==> src/hw/pcg_params.svh <==
`ifndef PCG_PARAMS_SVH
`define PCG_PARAMS_SVH
// register byte offsets
`define PCG_OFF_SRST0   12'h040
`define PCG_OFF_SRST1   12'h044
`define PCG_OFF_SRST2   12'h048
`define PCG_OFF_CFG     12'h060
`define PCG_OFF_RUNG    12'h108
`define PCG_OFF_SLPG    12'h118
`define PCG_OFF_DSLG    12'h128
// gate register bit positions
`define PCG_BIT_PORT_A  0
`define PCG_BIT_PORT_E  4
`define PCG_BIT_DMA     13
// auto gating select bit in the config register
`define PCG_BIT_AUTO    0
// writable bit masks, all else reads zero
`define PCG_MASK_GATE   32'h0000201F
`define PCG_MASK_SRST0  32'h01110048
`define PCG_MASK_SRST1  32'h00071011
`define PCG_MASK_SRST2  32'h0000201F
`define PCG_MASK_CFG    32'h00000001
// reset values
`define PCG_RST_GATE    32'h00000000
`define PCG_RST_SRST    32'h00000000
`define PCG_RST_CFG     1'b0
`endif

==> src/hw/pcg_pkg.sv <==
package pcg_pkg;
    // power state applied to the gates
    typedef enum logic [1:0] {
        PCG_RUN,
        PCG_SLEEP,
        PCG_DEEP
    } pcg_pwr_e;
    // six gated units: ports a..e, dma
    typedef logic [5:0] pcg_units_t;
endpackage : pcg_pkg

==> src/hw/pcg_top.sv <==
// Functional notes
// [RULE1] enable one clocks unit, zero stops it
// [RULE2] access to unclocked unit gives bus fault
// [RULE3] gate enables reset to zero
// [RULE4] run, sleep, deep copies per power state
// [RULE5] low-power copies only with auto gating
// [RULE6] bits 0..4 enable ports a..e
// [RULE7] bit 13 enables dma engine
// [RULE8] other gate bits read zero
// [RULE9] software preserves reserved bits
// [RULE10] software enables units it needs
// [RULE11] reset writes masked by capabilities
// [RULE12] reset0 bits 24, 20, 16
// [RULE13] reset0 bits 6, 3; rest zero
// [RULE14] reset1 timers, two-wire, serial bits
// [RULE15] reset2 dma bit 13, ports 0..4
// [RULE16] reset bits come up zero
// [RULE17] set bit holds unit in reset
// [RULE18] auto clear means run copy always
//
// Added by the designer: register access over APB.
`timescale 1ns/100ps
`default_nettype none
`include "pcg_params.svh"
module pcg_top (
    input  wire logic              pclk,
    input  wire logic              presetn,
    input  wire logic              psel,
    input  wire logic              penable,
    input  wire logic              pwrite,
    input  wire logic [11:0]       paddr,
    input  wire logic [31:0]       pwdata,
    input  wire logic [3:0]        pstrb,
    output logic                   pready,
    output logic [31:0]            prdata,
    output logic                   pslverr,
    input  wire logic              sleep_req,
    input  wire logic              deep_sleep_req,
    input  wire logic [31:0]       capability_mask_1,
    input  wire logic [31:0]       capability_mask_2,
    input  wire logic [31:0]       capability_mask_4,
    input  wire logic [5:0]        unit_access,
    output logic [5:0]             unit_clk_en,
    output logic                   unit_bus_fault,
    output logic [31:0]            unit_reset_0,
    output logic [31:0]            unit_reset_1,
    output logic [31:0]            unit_reset_2
);
    logic [31:0]       run_gate_enables_b;        // run copy
    logic [31:0]       sleep_gate_enables_b;      // sleep copy
    logic [31:0]       deep_sleep_gate_enables_b; // deep copy
    logic [31:0]       soft_reset_ctrl_0;         // reset ctrl 0
    logic [31:0]       soft_reset_ctrl_1;         // reset ctrl 1
    logic [31:0]       soft_reset_ctrl_2;         // reset ctrl 2
    logic              auto_gating_select;        // low-power gating on
    pcg_pkg::pcg_pwr_e pwr;                       // applied power state
    pcg_pkg::pcg_units_t next_clk_en;             // selected enables
    logic [31:0]       rd_mux;                    // read value
    logic              rd_hit;                    // address mapped
    logic              wr_go;                     // write commit
    logic [31:0]       wmask;                     // byte lane mask

    // pick the six unit bits out of a gate word
    function automatic pcg_pkg::pcg_units_t units_of(input logic [31:0] g);
        units_of = {g[`PCG_BIT_DMA], g[`PCG_BIT_PORT_E:`PCG_BIT_PORT_A]};
    endfunction : units_of

    // merge a write into a register under a writable mask
    function automatic logic [31:0] merge(input logic [31:0] old,
                                          input logic [31:0] wd,
                                          input logic [31:0] bm,
                                          input logic [31:0] fm);
        logic [31:0] m;
        m = bm & fm;
        merge = (old & ~m) | (wd & m);
    endfunction : merge

    // write commits at the edge pready is sampled high
    assign wr_go = psel & penable & pready & pwrite;
    assign wmask = {{8{pstrb[3]}}, {8{pstrb[2]}}, {8{pstrb[1]}}, {8{pstrb[0]}}};

    // read decode, unmapped reads zero with error
    always_comb begin
        rd_hit = 1'b1;
        case (paddr)
            `PCG_OFF_SRST0: rd_mux = soft_reset_ctrl_0;
            `PCG_OFF_SRST1: rd_mux = soft_reset_ctrl_1;
            `PCG_OFF_SRST2: rd_mux = soft_reset_ctrl_2;
            `PCG_OFF_CFG:   rd_mux = {31'h0, auto_gating_select};
            `PCG_OFF_RUNG:  rd_mux = run_gate_enables_b;
            `PCG_OFF_SLPG:  rd_mux = sleep_gate_enables_b;
            `PCG_OFF_DSLG:  rd_mux = deep_sleep_gate_enables_b;
            default: begin
                rd_mux = 32'h0;
                rd_hit = 1'b0;
            end
        endcase
    end

    // apb answer: one wait cycle, registered data and error
    always_ff @(posedge pclk or negedge presetn) begin
        if (!presetn) begin
            pready  <= 1'b0;
            prdata  <= 32'h0;
            pslverr <= 1'b0;
        end else if (psel && penable && !pready) begin
            pready  <= 1'b1;
            prdata  <= pwrite ? 32'h0 : rd_mux;
            pslverr <= ~rd_hit;
        end else begin
            pready  <= 1'b0;
            pslverr <= 1'b0;
        end
    end

    // gate copies, reserved bits forced zero
    always_ff @(posedge pclk or negedge presetn) begin
        if (!presetn) begin
            run_gate_enables_b        <= `PCG_RST_GATE; // see [RULE3]
            sleep_gate_enables_b      <= `PCG_RST_GATE; // see [RULE3]
            deep_sleep_gate_enables_b <= `PCG_RST_GATE; // see [RULE3]
        end else if (wr_go) begin
            // see [RULE6] see [RULE7] see [RULE8]
            if (paddr == `PCG_OFF_RUNG)
                run_gate_enables_b <= merge(run_gate_enables_b, pwdata,
                                            wmask, `PCG_MASK_GATE);
            if (paddr == `PCG_OFF_SLPG)
                sleep_gate_enables_b <= merge(sleep_gate_enables_b, pwdata,
                                              wmask, `PCG_MASK_GATE);
            if (paddr == `PCG_OFF_DSLG)
                deep_sleep_gate_enables_b <= merge(deep_sleep_gate_enables_b,
                                                   pwdata, wmask, `PCG_MASK_GATE);
        end
    end

    // config register with the auto gating select
    always_ff @(posedge pclk or negedge presetn) begin
        if (!presetn) begin
            auto_gating_select <= `PCG_RST_CFG;
        end else if (wr_go && paddr == `PCG_OFF_CFG && pstrb[0]) begin
            auto_gating_select <= pwdata[`PCG_BIT_AUTO];
        end
    end

    // reset controls, writes masked by capability words
    always_ff @(posedge pclk or negedge presetn) begin
        if (!presetn) begin
            soft_reset_ctrl_0 <= `PCG_RST_SRST; // see [RULE16]
            soft_reset_ctrl_1 <= `PCG_RST_SRST; // see [RULE16]
            soft_reset_ctrl_2 <= `PCG_RST_SRST; // see [RULE16]
        end else if (wr_go) begin
            // see [RULE11] see [RULE12] see [RULE13]
            if (paddr == `PCG_OFF_SRST0)
                soft_reset_ctrl_0 <= merge(soft_reset_ctrl_0, pwdata, wmask,
                                           `PCG_MASK_SRST0 & capability_mask_1);
            // see [RULE14]
            if (paddr == `PCG_OFF_SRST1)
                soft_reset_ctrl_1 <= merge(soft_reset_ctrl_1, pwdata, wmask,
                                           `PCG_MASK_SRST1 & capability_mask_2);
            // see [RULE15]
            if (paddr == `PCG_OFF_SRST2)
                soft_reset_ctrl_2 <= merge(soft_reset_ctrl_2, pwdata, wmask,
                                           `PCG_MASK_SRST2 & capability_mask_4);
        end
    end

    // power state, deep sleep wins over sleep
    always_ff @(posedge pclk or negedge presetn) begin
        if (!presetn) begin
            pwr <= pcg_pkg::PCG_RUN;
        end else begin
            if (deep_sleep_req)
                pwr <= pcg_pkg::PCG_DEEP;
            else if (sleep_req)
                pwr <= pcg_pkg::PCG_SLEEP;
            else
                pwr <= pcg_pkg::PCG_RUN;
        end
    end

    // choose the gate copy for the current state
    always_comb begin
        case (pwr)
            pcg_pkg::PCG_SLEEP: // see [RULE4] see [RULE5] see [RULE18]
                next_clk_en = auto_gating_select ? units_of(sleep_gate_enables_b)
                                                 : units_of(run_gate_enables_b);
            pcg_pkg::PCG_DEEP:  // see [RULE4] see [RULE5] see [RULE18]
                next_clk_en = auto_gating_select
                            ? units_of(deep_sleep_gate_enables_b)
                            : units_of(run_gate_enables_b);
            default:
                next_clk_en = units_of(run_gate_enables_b);
        endcase
    end

    // unit clock enables and reset lines
    always_ff @(posedge pclk or negedge presetn) begin
        if (!presetn) begin
            unit_clk_en  <= 6'h00;
            unit_reset_0 <= 32'h0;
            unit_reset_1 <= 32'h0;
            unit_reset_2 <= 32'h0;
        end else begin
            unit_clk_en  <= next_clk_en;       // see [RULE1]
            unit_reset_0 <= soft_reset_ctrl_0; // see [RULE17]
            unit_reset_1 <= soft_reset_ctrl_1; // see [RULE17]
            unit_reset_2 <= soft_reset_ctrl_2; // see [RULE17]
        end
    end

    // fault for any access to a unit left unclocked
    always_ff @(posedge pclk or negedge presetn) begin
        if (!presetn) begin
            unit_bus_fault <= 1'b0;
        end else begin
            unit_bus_fault <= |(unit_access & ~unit_clk_en); // see [RULE2]
        end
    end
endmodule : pcg_top
`default_nettype wire

==> config.mk <==
export PLATFORM = sky130hd
export DESIGN_NAME = pcg_top
export DESIGN_NICKNAME = d
export VERILOG_FILES = /design/src/hw/pcg_pkg.sv /design/src/hw/pcg_top.sv
export VERILOG_INCLUDE_DIRS = /design/src /design/src/hw
export SDC_FILE = /design/constraint.sdc
export NUM_CORES = 1
export LEC_CHECK = 0
export ABC_AREA = 1
export ABC_CLOCK_PERIOD_IN_PS = 1770
export BUFFER_PORTS_ARGS = -buffer_cell sky130_fd_sc_hd__buf_2
export CAP_MARGIN = 25
export CORE_AREA = 2 2 115 117
export CTS_BUF_LIST = sky130_fd_sc_hd__clkbuf_8
export CTS_CLUSTER_DIAMETER = 120
export CTS_CLUSTER_SIZE = 12
export DETAILED_ROUTE_END_ITERATION = 8
export DIE_AREA = 0 0 117 119
export PLACE_DENSITY = 0.71
export SYNTH_ARGS = -nofsm -noshare
export SYNTH_HDL_FRONTEND = slang
export SYNTH_SLANG_ARGS = --single-unit
==> constraint.sdc <==
create_clock -name pclk -period 1.77 [get_ports pclk]
set_clock_uncertainty 0.1 [all_clocks]
set_input_delay 0.354 -clock pclk [delete_from_list [all_inputs] [get_ports pclk]]
set_output_delay 0.354 -clock pclk [all_outputs]
set_load 0.03 [all_outputs]
# Word level (Yosys, flattened, before mapping)
# Cells that the tools add are included.
[word_totals]
inputBits = 157
output_inout_bits = 137
wordCells = 77
reg_bits = 332
[op_classes]
n_reduce_logical = 13
muxes = 10
n_eq_ne = 9
n_bitwise = 29
[op_table]
columns = ["cell", "count"]
rows = [
  ["$and 32x32->32", 9],
  ["$pmux 32 s7", 1],
  ["$or 32x32->32", 6],
  ["$not 32->32", 3],
  ["$and 32x14->32", 2],
  ["$eq 12x7->1 const B", 4],
  ["$eq 12x9->1 const B", 3],
  ["$and 32x19->32", 1],
  ["$and 32x25->32", 1],
  ["$mux 32", 1],
  ["$not 14->32", 1],
  ["$mux 6", 2],
  ["$pmux 6 s2", 1],
  ["$reduce_and 2->1", 6],
  ["$reduce_or 7->1", 1],
  ["$and 6x6->6", 1],
  ["$not 6->6", 1],
  ["$reduce_or 6->1", 1],
  ["$logic_and 1x1->1", 4],
  ["$mux 1", 4],
  ["$and 1x1->1", 3],
  ["$eq 2x1->1 const B", 1],
  ["$eq 2x2->1 const B", 1],
  ["$mux 2", 1],
  ["2 further kinds", 2],
]

# Longest topological paths before layout
[logic_depth]
word_depth = 5
mapped_depth = 11

# Worst setup path after synthesis
# OpenSTA, ideal clock, no wires.
[synth_path]
path_kind = "register -> register"
startpoint = "reg pready"
endpoint = "reg (tool-made name)"
synth_period_minus_slack_ps = 1663
required_ps = 1550
t_arrival_ps = 1444
n_path_buf = 0
path_stages_with_launch = 8
path_slack_ps = 107
setup_time_ps = 120
cell_sequence = "dfrtp_1 inv_1 nor3_4 inv_2 nor2_1 nand2_1 o21ai_0 inv_1"
[synth_lines]
columns = ["item", "line", "source"]
rows = [
  ["start, declared", "pcg_top.sv:34", "output logic pready,"],
  ["start signal, assigned", "pcg_top.sv:103", "pready <= 1'b0;"],
  ["start signal, assigned", "pcg_top.sv:107", "pready <= 1'b1;"],
  ["start signal, assigned", "pcg_top.sv:111", "pready <= 1'b0;"],
]

# Final worst setup path
[layout_path]
startpoint = "reg pready"
endpoint = "reg prdata[24]"
[layout_between]
elab_chain_cells = 2
[layout_lines]
columns = ["item", "line", "source"]
rows = [
  ["$logic_not 1->1", "pcg_top.sv:106", "end else if (psel && penable && !pready) begin"],
  ["$logic_and 1x1->1", "pcg_top.sv:106", ""],
  ["end signal, assigned", "pcg_top.sv:108", "prdata <= pwrite ? 32'h0 : rd_mux;"],
  ["end, declared", "pcg_top.sv:35", "output logic [31:0] prdata,"],
]
# Every way passes these cells.
# A chain may end at the register's enable or synchronous reset.

==> results.md <==
* Status: finished, final reports clean
* Top post-synthesis cells by area: dfrtp_1, buf_4, nand2_1
* Met1 Track Usage GR at 19.63%
* Remaining antenna violation count at 0
* P_leak at 2.778 nW
* Fin util at 38.19%
* Nets@finish at 805
* Top-count cell post-synth: buf_4
* Final setup fails at 0
* Vias/cell at 4.098
* Yosys top cell area share at 45.67%
* Routed len/inst at 11.73 um
* Cell Area, Synth at 4219 um^2
* R2R depth at 4
* Yosys top cell by area: dfrtp_1
* Met2 usage at 23.19%
* Final worst-path cycle share at 85.06%
* DP Area at 4730 um^2
* Reg2reg end: prdata[24]$_DFFE_PN0P_
* Largest net degree at the start of global routing at 31
* Final Max Slew Viols at 0
* Placed cell count at 810
* PwrDens at 707.0 nW/um^2
* Max-Cap Viols at 0
* Post-CTS Setup Bufs at 0
* Critical path peak fanout at 9
* CTS tree: done
* Fin crit period at 1.506 ns
* Unrepaired setup endpoints after global routing: false
* Final Hold Fails at 0
* Sequential area share after synthesis at 45.67%
* Slew HR at 56.29%
* # diodes at 0
* CP Buf/Inv Count at 1
* Global-route wire length before repair at 15780 um
* Latest clock arrival within the worst-skew pair at 0.35 ns
* Worst Hold Class: in -> reg
* Reg-to-reg slack, setup at 0.26 ns
* Worst R2R Start: pready$_DFF_PN0_
* Fin cells at 827
* Register clock-pin slew on the reported worst setup and hold paths at 0.08 ns
* WP data arrival at 1.69 ns
* Synth cell count leaders: buf_4, nand2_1, dfrtp_1
* Starting Density at 32.77%
* CP Class: reg -> reg
* Fillcell total at 1339
* Slew @ Worst Pin at 0.6533 ns
* Grt peak-use layer: met2
* Critical Path Max Stage Delay at 0.51 ns
* # DRC at 0
* Post-synth cell types at 28
* Mean Syn Cell Area at 8.129 um^2
* Hold_sp: deep_sleep_req
* Worst Hold End: pwr[1]$_DFF_PN0_
* Clock Tree Root: clkbuf_8
* Post-synth top flop: dfrtp_1
* Layout cells sized above 1 at 22.27%
* Crit path max-delay cell type: nor2_1
* FF+latch count, synth at 77
* GR Util All Layers at 14.53%
* Die ar. at 13920 um^2
* EDFF count, synth at 0
* Vias in the first global route at 3275
* CTS sink count at 77
* Final Cell Area at 4917 um^2
* Gpl congestion at 0.8506
* FMAX at 664.2 MHz
* # rows at 42
* Initial antenna violation count at 0
* Worst setup SP type: register
* IO buf count at 97
* Core Footprint at 12870 um^2
* Total CTS buffers at 9
* Htree depth at 3
* Register area at 1927 um^2
* DR vias at 3389
* WHS Path Cells at 1
* GR Layer Usage met3 at 3.104%
* Post-DP HPWL at 7690 um
* I/O Pins at 294
* CP required at 1.95 ns
* Ys async rst share at 100.0%
* Post-Route WL at 9703 um
* Die Span Y at 119 um
* Die W at 117 um
* Iter 0 DRT Violations at 172
* Pre-antenna DRT Iters at 7
* Footprint of the multi-input gates at 1642 um^2
* P&R area growth vs syn at 16.55%
* Crit. End Element: register
* Crit-path cells: inv_1 > nand2_1 > nor2_1 > a32o_1
* Grt ovf at 0
* Maximum vdd drop at 0.0003133 V
* Clk buf depth at 2
* Post-Syn Instances at 519
* Syn. warnings at 0
* Total power at 3.476 mW
* Crit path max-delay family: simple AND/OR/NAND/NOR gates
per-layer routing:
metal	part of all wire [%]	wire [um]
met1	46	4458
met2	47	4541
met3	6.0	583
met4	1.2	119
met5	0	0
logic make-up after synthesis:
family | Yosys count | synth area share (%)
buffers and inverters | 170 | 24.05
flip-flops | 77 | 45.67
AO/OA/AOI/OAI | 59 | 8.156
other | 1 | 0.08888
AND/OR/NAND/NOR | 210 | 21.44
adder cells (fa/ha/maj) | 2 | 0.5930
per-stage QoR:
stage,setup slack [ns],hold WS [ns],TNS (ns)
2_1_floorplan,0.1066,-0.04159,0
3_3_place_gp,0.02699,0.2021,0
3_5_place_dp,-0.009788,0.2001,-0.009788
4_1_cts,0.2090,0.01742,0
5_1_grt,0.1009,0.01980,0
6_report,0.2644,0.03526,0
cell type report:
type                    instances  area share, %
repair buffers                121          14.15
clock buffers                  11          3.079
well taps                     176          4.478
multi-input cells             369          33.38
clock inverters                 5         0.5344
flip-flops and latches         77          39.19
inverters                      68          5.191
where the power goes:
| group | switching (mW) | total (mW) | leakage, nW | internal [mW] |
|---|---|---|---|---|
| sequential | 0.00357 | 1.77 | 0.974 | 1.77 |
| combinational | 0.420 | 0.513 | 1.71 | 0.0935 |
| clock | 0.621 | 1.19 | 0.0963 | 0.573 |
cells in the final DEF (no fill, tap or decap):
master,n
conb_1,98
buf_2,96
nand2_1,94
dfrtp_1,77
inv_1,67
nor2_1,54
nand3_1,42
o21ai_0,32
buf_4,22
a21oi_1,12
clkbuf_8,11
nand4_1,9
nand2_2,5
o22ai_1,3
a22o_1,3
a32o_1,3
o41ai_1,3
clkinv_2,3
inv_2,2
nor3_1,2
ha_1,2
buf_12,2
o31ai_1,1
o221ai_1,1
nor2_2,1
nor3_4,1
nor2_4,1
a31oi_1,1
nand3b_1,1
clkinvlp_4,1
dlygate4sd3_1,1
how the worst max path moves through the flow:
stage | slack (ns) | start | endpoint | cells past startpoint
floorplan | 0.11 | pready$_DFF_PN0_ | register | 7
global placement | 0.03 | paddr[1] | prdata[4]$_DFFE_PN0P_ | 11
detailed placement | -0.01 | paddr[11] | prdata[13]$_DFFE_PN0P_ | 11
CTS | 0.21 | pready$_DFF_PN0_ | prdata[24]$_DFFE_PN0P_ | 4
global route | 0.10 | pready$_DFF_PN0_ | prdata[1]$_DFFE_PN0P_ | 5
finish | 0.26 | pready$_DFF_PN0_ | prdata[24]$_DFFE_PN0P_ | 4
what timing repair did:
action                                 CTS  global route
gates resized for setup                  0             0
hold buffers                             1             0
endpoints found under the hold margin   26             0
Note: power is estimated with default switching activity, not from simulation.
